==> src/design/wdtc_pkg.sv <==
// Constants, register map and types for the watchdog timer core.
// How it works
// Enabling loads counter from reload value
// Count down; time-out at zero
// Refresh instruction reloads and resumes counting
// Debugger mode keeps watchdog continuously refreshed
// Option bit picks interrupt or reset
// Interrupt time-out requests irq, sets flag
// After interrupt time-out wrap to maximum
// Reset status read clears time-out flag
// Software reads status before clearing request
// Stop-mode time-out starts recovery plus interrupt
// Stop time-out sets flag and stop bit
// Recovery then vector fetch if interrupts enabled
// Stop keeps RC oscillator only if enabled
// Enabled counter keeps running in stop mode
// Halt: counting continues, time-out wakes CPU
// Counter and reload are 24 bits wide
package wdtc_pkg;
    localparam int CNT_W = 24;
    localparam logic [CNT_W-1:0] CNT_ZERO = 24'h00_0000;
    localparam logic [CNT_W-1:0] CNT_MAX = 24'hFF_FFFF;
    localparam logic [CNT_W-1:0] RELOAD_RST = 24'h00_FFFF;
    localparam logic [3:0] ADDR_CTRL = 4'h0;
    localparam logic [3:0] ADDR_RSTSTAT = 4'h1;
    localparam logic [3:0] ADDR_RELOAD_U = 4'h2;
    localparam logic [3:0] ADDR_RELOAD_H = 4'h3;
    localparam logic [3:0] ADDR_RELOAD_L = 4'h4;
    localparam logic [3:0] ADDR_STATUS = 4'h5;
    localparam logic [3:0] ADDR_MASK = 4'h6;
    localparam logic [3:0] ADDR_COUNT_U = 4'h7;
    // Control bits
    localparam int CTRL_EN = 0;
    localparam int CTRL_RCEN = 1;
    // Flag bit positions
    localparam int FLG_TO = 0;
    localparam int FLG_STOP = 1;
    // Event status bits
    localparam int EV_TO = 0;
    localparam int EV_WAKE = 1;

    typedef struct packed {
        logic [3:0] addr;
        logic [7:0] wdata;
        logic wr;
        logic rd;
    } wdtc_bus_t;

    typedef struct packed {
        logic refresh;
        logic debug;
        logic stop_mode;
        logic halt_mode;
        logic timeout_action_option;
    } wdtc_cpu_t;

    typedef struct packed {
        logic opt_seen;
        logic en;
        logic rc_en;
        logic [CNT_W-1:0] reload;
        logic [CNT_W-1:0] count;
        logic timeout_status_flag;
        logic stop_flag;
        logic act_reset;
        logic [1:0] ev_stat;
        logic [1:0] ev_mask;
        logic [7:0] rdata;
        logic irq;
        logic sys_reset;
        logic smr;
        logic wake;
    } wdtc_state_t;
endpackage

==> src/design/wdtc_core.sv <==
// Watchdog timer core: 24-bit down counter, register port, time-out response.
//
// The strobed register port and the placing of the registers are this design's own decisions.
`timescale 1ns/1ps
module wdtc_core
    import wdtc_pkg::*;
(
    input wire logic i_clock,
    input wire logic i_reset,
    input wire wdtc_bus_t i_bus,
    input wire wdtc_cpu_t i_cpu,
    output logic [7:0] o_rdata,
    output logic o_irq_req,
    output logic o_sys_reset,
    output logic o_stop_recovery,
    output logic o_halt_wake,
    output logic o_rc_osc_run,
    output logic o_event_irq
);
    wdtc_state_t s_r;
    wdtc_state_t s_nxt;
    logic wr_en;
    logic run;
    logic timeout;

    always_comb begin
        s_nxt = s_r;
        s_nxt.rdata = 8'h00;
        s_nxt.irq = 1'b0;
        s_nxt.sys_reset = 1'b0;
        s_nxt.smr = 1'b0;
        s_nxt.wake = 1'b0;
        wr_en = 1'b0;
        run = s_r.en;
        timeout = 1'b0;
        // Option bit is captured on the first clock after reset release, not by reset itself
        s_nxt.opt_seen = 1'b1;
        if (!s_r.opt_seen) begin
            s_nxt.act_reset = i_cpu.timeout_action_option;
        end
        // Register writes
        if (i_bus.wr) begin
            unique case (i_bus.addr)
                ADDR_CTRL: begin
                    wr_en = i_bus.wdata[CTRL_EN] & ~s_r.en;
                    s_nxt.en = i_bus.wdata[CTRL_EN];
                    s_nxt.rc_en = i_bus.wdata[CTRL_RCEN];
                end
                ADDR_RELOAD_U: s_nxt.reload[23:16] = i_bus.wdata;
                ADDR_RELOAD_H: s_nxt.reload[15:8] = i_bus.wdata;
                ADDR_RELOAD_L: s_nxt.reload[7:0] = i_bus.wdata;
                ADDR_STATUS: s_nxt.ev_stat = s_r.ev_stat & ~i_bus.wdata[1:0];
                ADDR_MASK: s_nxt.ev_mask = i_bus.wdata[1:0];
                default: ;
            endcase
        end
        // Counter stays clocked in stop and halt while enabled
        if (wr_en) begin
            s_nxt.count = s_nxt.reload;
        end else if (run && (i_cpu.refresh || i_cpu.debug)) begin
            s_nxt.count = s_r.reload;
        end else if (run) begin
            if (s_r.count == CNT_ZERO) begin
                timeout = 1'b1;
                s_nxt.count = CNT_MAX;
            end else begin
                s_nxt.count = s_r.count - 24'h00_0001;
            end
        end
        // Reads; reset status read clears the time-out and stop flags
        if (i_bus.rd) begin
            unique case (i_bus.addr)
                ADDR_CTRL: s_nxt.rdata = {6'h00, s_r.rc_en, s_r.en};
                ADDR_RSTSTAT: begin
                    s_nxt.rdata = {6'h00, s_r.stop_flag, s_r.timeout_status_flag};
                    s_nxt.timeout_status_flag = 1'b0;
                    s_nxt.stop_flag = 1'b0;
                end
                ADDR_RELOAD_U: s_nxt.rdata = s_r.reload[23:16];
                ADDR_RELOAD_H: s_nxt.rdata = s_r.reload[15:8];
                ADDR_RELOAD_L: s_nxt.rdata = s_r.reload[7:0];
                ADDR_STATUS: s_nxt.rdata = {6'h00, s_r.ev_stat};
                ADDR_MASK: s_nxt.rdata = {6'h00, s_r.ev_mask};
                ADDR_COUNT_U: s_nxt.rdata = s_r.count[23:16];
                default: s_nxt.rdata = 8'h00;
            endcase
        end
        // Set wins over the read-clear in the same cycle
        if (timeout) begin
            s_nxt.ev_stat[EV_TO] = 1'b1;
            if (s_r.act_reset) begin
                s_nxt.sys_reset = 1'b1;
            end else begin
                s_nxt.irq = 1'b1;
                s_nxt.timeout_status_flag = 1'b1;
                if (i_cpu.stop_mode) begin
                    s_nxt.smr = 1'b1;
                    s_nxt.stop_flag = 1'b1;
                    s_nxt.ev_stat[EV_WAKE] = 1'b1;
                end
            end
            if (i_cpu.halt_mode) begin
                s_nxt.wake = 1'b1;
                s_nxt.ev_stat[EV_WAKE] = 1'b1;
            end
        end
        if (i_bus.wr && i_bus.addr == ADDR_STATUS && timeout) begin
            s_nxt.ev_stat[EV_TO] = 1'b1;
        end
    end

    always_ff @(posedge i_clock) begin
        if (i_reset) begin
            s_r <= '0;
            s_r.reload <= RELOAD_RST;
        end else begin
            s_r <= s_nxt;
        end
    end

    assign o_rdata = s_r.rdata;
    assign o_irq_req = s_r.irq;
    assign o_sys_reset = s_r.sys_reset;
    assign o_stop_recovery = s_r.smr;
    assign o_halt_wake = s_r.wake;
    assign o_rc_osc_run = s_r.en & (s_r.rc_en | ~i_cpu.stop_mode);
    assign o_event_irq = |(s_r.ev_stat & s_r.ev_mask);
endmodule

==> config.mk <==
export PLATFORM = sky130hd
export DESIGN_NAME = wdtc_core
export DESIGN_NICKNAME = d
export VERILOG_FILES = /design/src/design/wdtc_pkg.sv /design/src/design/wdtc_core.sv
export SDC_FILE = /design/constraint.sdc
export NUM_CORES = 1
export LEC_CHECK = 0
export CORE_AREA = 5 5 129 100
export CTS_CLUSTER_SIZE = 16
export DETAILED_ROUTE_END_ITERATION = 16
export DIE_AREA = 0 0 134 105
export DONT_BUFFER_PORTS = 1
export PLACE_DENSITY_LB_ADDON = 0.1
export SYNTH_ARGS = -nofsm -noshare
export SYNTH_HDL_FRONTEND = slang
export SYNTH_SLANG_ARGS = --single-unit
export TNS_END_PERCENT = 30
==> constraint.sdc <==
create_clock -name i_clock -period 2.17 [get_ports i_clock]
set_clock_uncertainty 0.05 [all_clocks]
set_input_delay 0.434 -clock i_clock [delete_from_list [all_inputs] [get_ports i_clock]]
set_output_delay 0.434 -clock i_clock [all_outputs]
set_load 0.01 [all_outputs]
Word-level counts from Yosys, hierarchy flattened:

Cells that the tools add are included.

* flip-flop bits (word level): 70
* input port bits: 21
* logic and storage cells: 88

* $add $sub $neg: 1
* equal/unequal tests: 7
* multiplexer cells: 38
* bitwise operators: 10
* reduce and logical (&&, ||, !) cells: 16

Operators with widths (number)
* $mux W24: 4
* $mux W70: 1
* $pmux W8 S8: 1
* $mux W8: 4
* $mux W26: 1
* $logic_not A24 Y1: 1
* $sub A24 B1 Y24 const B: 1
* $mux W1: 17
* $eq A4 B3 Y1 const B: 4
* $mux W2: 8
* $reduce_bool A3 Y1: 3
* $eq A4 B2 Y1 const B: 2
* $mux W4: 2
* $reduce_and A2 Y1: 3
* $reduce_or A2 Y1: 3
* $and A2 B2 Y2: 2
* $eq A4 B1 Y1 const B: 1
* $logic_not A4 Y1: 1
* $not A1 Y1: 4
* $logic_and A1 B1 Y1: 3
* $reduce_or A3 Y1: 1
* $and A1 B1 Y1: 2
* $not A2 Y2: 1
* $logic_or A1 B1 Y1: 1
* $or A1 B1 Y1: 1

Logic depth before layout (Yosys ltp):

* depth in word-level cells: 10
* gate-level depth with buffers: 8
* mapped depth without buffers: 7

Worst setup path before layout:

OpenSTA, ideal clock, no wires.

* path kind: reg2reg
* start point: reg s_r[19] (netlist bit)
* end point: reg s_r[35] (netlist bit)
* data arrival time: 2163 ps
* required time: 2003 ps
* path slack: -160 ps
* stages on the path, launching flop included: 8
* buffers on the path: 0
* clock period less this slack: 2330 ps
* cells stage by stage: dfxtp_1 > inv_1 > ha_1 > nor3b_1 > nand4_2 > o31a_2 > or3_1 > a22o_1

* cells in the longest elaborated chain, start to end: 5
* elaborated cells on any way between the ends: 6
* classes of those cells: 1 x add/sub; 4 x mux; 1 x reduce/logical

RTL lines
* start: declaration: RTL line wdtc_core.sv:20 `wdtc_state_t s_r;`
* start signal: assignment: RTL line wdtc_core.sv:117 `s_r <= s_nxt;`
* $sub A24 B1 Y24 or $logic_not A24 Y1 (tied branches): RTL line wdtc_core.sv:67, wdtc_core.sv:63
* $mux W24 (*): RTL line wdtc_core.sv:63 `if (s_r.count == CNT_ZERO) begin`
* $mux W24 (*): RTL line wdtc_core.sv:62 `end else if (run) begin`
* $mux W24 (*): RTL line wdtc_core.sv:60 `end else if (run && (i_cpu.refresh || i_cpu.debug)) begin`
* $mux W24 (*): RTL line wdtc_core.sv:58 `if (wr_en) begin`

Every way passes the cells marked *; elsewhere a longest branch is shown, timed or not. The select of a mux whose other input is x is not followed.
A chain may end at the register's enable or synchronous reset.

Worst setup path in the final report:

* start point: reg s_r[33] (netlist bit)
* end point: reg s_r[34] (netlist bit)

The elaborated chain is that of the path after synthesis.

==> run_results.csv <==
group,metric,value,unit
clock_tree,tritoncts,"built",
clock_tree,root_buffer,"clkbuf_16",
timing,min_period,2110,ps
yosys,synth_ff_type,"dfxtp_1",
pwr,power_density,1560,nW/um2
floorplanning,pin_count,35,
yosys,yosysWarnings,0,
global_route,gr-max-usage-layer,"met1",
yosys,synth_fp_nets,482,
yosys,ys_seq_area_share,35.7,%
clock_tree,cts_sinks,70,
yosys,synth_top_area_share,35.7,%
placement,hpwl,9890,um
timing,post-route-period-util,97.2,%
global_route,grt_pass1_vias,3400,
layout,nFillCells,1164,
yosys,synth_edf_count,0,
yosys,synth_top_cell_by_area,"dfxtp_1",
clock_tree,clk_pin_slew,60,ps
floorplanning,placementRows,34,
layout,layout.nets,502,
layout,drive_gt1_share,20.2,%
timing,max_slew_margin,67.7,%
global_route,grt_use_met1,29.4,%
yosys,synth_seq_cells,70,
global_route,overflow,0,
clock_tree,ctsHoldBuffers,0,
floorplanning,die_h,105,um
min_path,hp-class,"in2reg",
clock_tree,cts_buffers,9,
global_route,track_usage,19.2,%
yosys,yosysMostFrequentCell,"dfxtp_1",
clock_tree,clk_latency,340,ps
clock_tree,cts_buffer_depth,2,
pwr,leakagePower,1.93,nW
route,vias_per_cell,5.70,
timing,final_max_slew_viol_count,0,
setup_path,crit_type,"reg2reg",
setup_path,endpoint_kind,"flip-flop",
route,drtIter0Drc,387,
setup_path,arrival,2340,ps
global_route,use_met3,3.51,%
yosys,synth_common_cells,"70 x dfxtp_1, 57 x nand2_1, 44 x o21ai_0",
timing,fin_hold_ws,117,ps
timing,setup_viol,0,
timing,setup_slack,60.0,ps
yosys,avgSynthCellArea,8.55,um2
route,wl_per_cell,21.4,um
route,drt-total-wl,13400,um
floorplanning,die_w,134,um
setup_path,max_stage_delay,450,ps
setup_path,crit_chain,"or3_4 > or4_4 > o31a_2 > buf_4 > a211oi_2 > a21o_1",
layout,final_cells,628,
setup_path,worst_setup_path_start_kind,"flip-flop",
placement,place.gp.congestion,0.855,
placement,post-place-ws,-43.6,ps
route,drtPass1Iterations,5,
setup_path,crit_slowest_cell,"or4_4",
route,detail-route-antenna-nets,0,
job,cap_viol_max_count,0,
timing,fmax,0.474,GHz
global_route,grt.met2_usage,27.7,%
route,drcViolationCount,0,
yosys,synthCells,459,
floorplanning,core_area,11400,um2
floorplanning,die_area,14100,um2
timing,rsz0062_at_grt,"yes",
floorplanning,initial_utilization,34.3,%
yosys,synth_area,3930,um2
global_route,antenna_found_initial,0,
timing,finalHoldViolCount,0,
global_route,grt_pass1_wl,20700,um
outcome,status,"finished, final reports clean",
layout,fin_util,40.7,%
yosys,yosysUniqueCellTypes,66,
layout,flow.area_growth_from_synthesis,18.7,%
placement,port-buffer-count,0,
setup_path,cp_max_fo,7,
layout,antenna_cells,0,
setup_path,crit_required,2400,ps
global_route,grt_max_degree,49,
yosys,synth-async-reset-ratio,0,%
placement,dp_cells,610,
pwr,ir_worst_vdd,834,uV
yosys,synth.area.top_cells,"dfxtp_1 36%, o21ai_0 5.6%, nand2_1 5.4%",
clock_tree,h-tree-depth,3,
timing,max_slew.worst_pin.slew,483,ps
route,route.vias.total,3579,
pwr,fin_total_pwr,7.28,mW
cell families after synthesis:
kind of cell | count (synthesis) | share of synthesized area, %
AO/OA/AOI/OAI | 150 | 26.0
AND/OR/NAND/NOR | 148 | 18.8
flip-flops | 70 | 35.7
buffers and inverters | 47 | 7.39
multiplexers | 26 | 7.94
XOR/XNOR | 16 | 3.57
adder cells (fa/ha/maj) | 2 | 0.637
critical path: cells and delay by family, from the launching register on:
family | cells | cell delay [ps]
simple gates | 2 | 830
flops | 1 | 310
compound gates | 3 | 680
buf+inv | 1 | 190
metal layers:
layer	wire (um)	vias up	part of all wire, %
met2	5700	102	42
met4	150	0	1.1
met1	6890	1758	51
met5	0	-	0
met3	685	13	5.1
li1	-	1706	-
worst paths after layout:
path                              start  endpoint  slack (ps)  cells after the start
worst min-delay path            i_reset   s_r[66]         120                      1
worst max register to register  s_r[33]   s_r[34]          60                      6
worst min register to register  s_r[18]   s_r[18]         410                      2
worst max-delay path            s_r[33]   s_r[34]          60                      6
sequential cells by signal, indices dropped and copies added, names as in the netlist:
name             flops
run                  1
o_irq_req            1
o_halt_wake          1
o_rdata              8
o_stop_recovery      1
s_r                 57
o_sys_reset          1
power breakdown:
| part | leakage, nW | switching (mW) | internal (mW) |
|---|---|---|---|
| sequential | 0.567 | 0.137 | 1.42 |
| clock | 0.176 | 0.602 | 1.25 |
| combinational | 1.18 | 2.02 | 1.86 |
cells in the final DEF (no fill, tap or decap), types with 6 or more instances in the layout:
cell type	instances
dfxtp_1	70
mux2i_1	21
a21oi_1	37
a22o_1	8
nor2_1	33
inv_1	6
a21o_1	11
buf_4	45
nand2_1	57
a22oi_1	6
o21ai_0	42
clkbuf_16	9
xor2_1	8
a211oi_2	11
a211oi_1	7
nor3_1	9
nand3_1	8
xnor2_1	8
final cells by class:
type	count	area [um2]	area share [%]
clock buffer	9	225	4.83
clock inverter	7	145	3.11
inverter	6	22.5	0.483
multi-input combinational	342	2270	48.8
sequential	70	1400	30.1
tap	144	180	3.87
timing repair buffer	50	412	8.83
per-stage QoR:
stage	TNS [ps]	instance area (um2)
6_report	0	4660
5_1_grt	-24.3	4660
4_1_cts	0	4610
3_5_place_dp	-90.4	4230
3_3_place_gp	-11.9	4230
2_1_floorplan	0	3930
repair_timing:
item / 4_1_cts / 5_1_grt
setup endpoints to repair: 3 / 19
resized for setup: 1 / 10
pin swaps: 0 / 3
buffers inserted: 0 / 2
(Power assumes the default switching activity.)
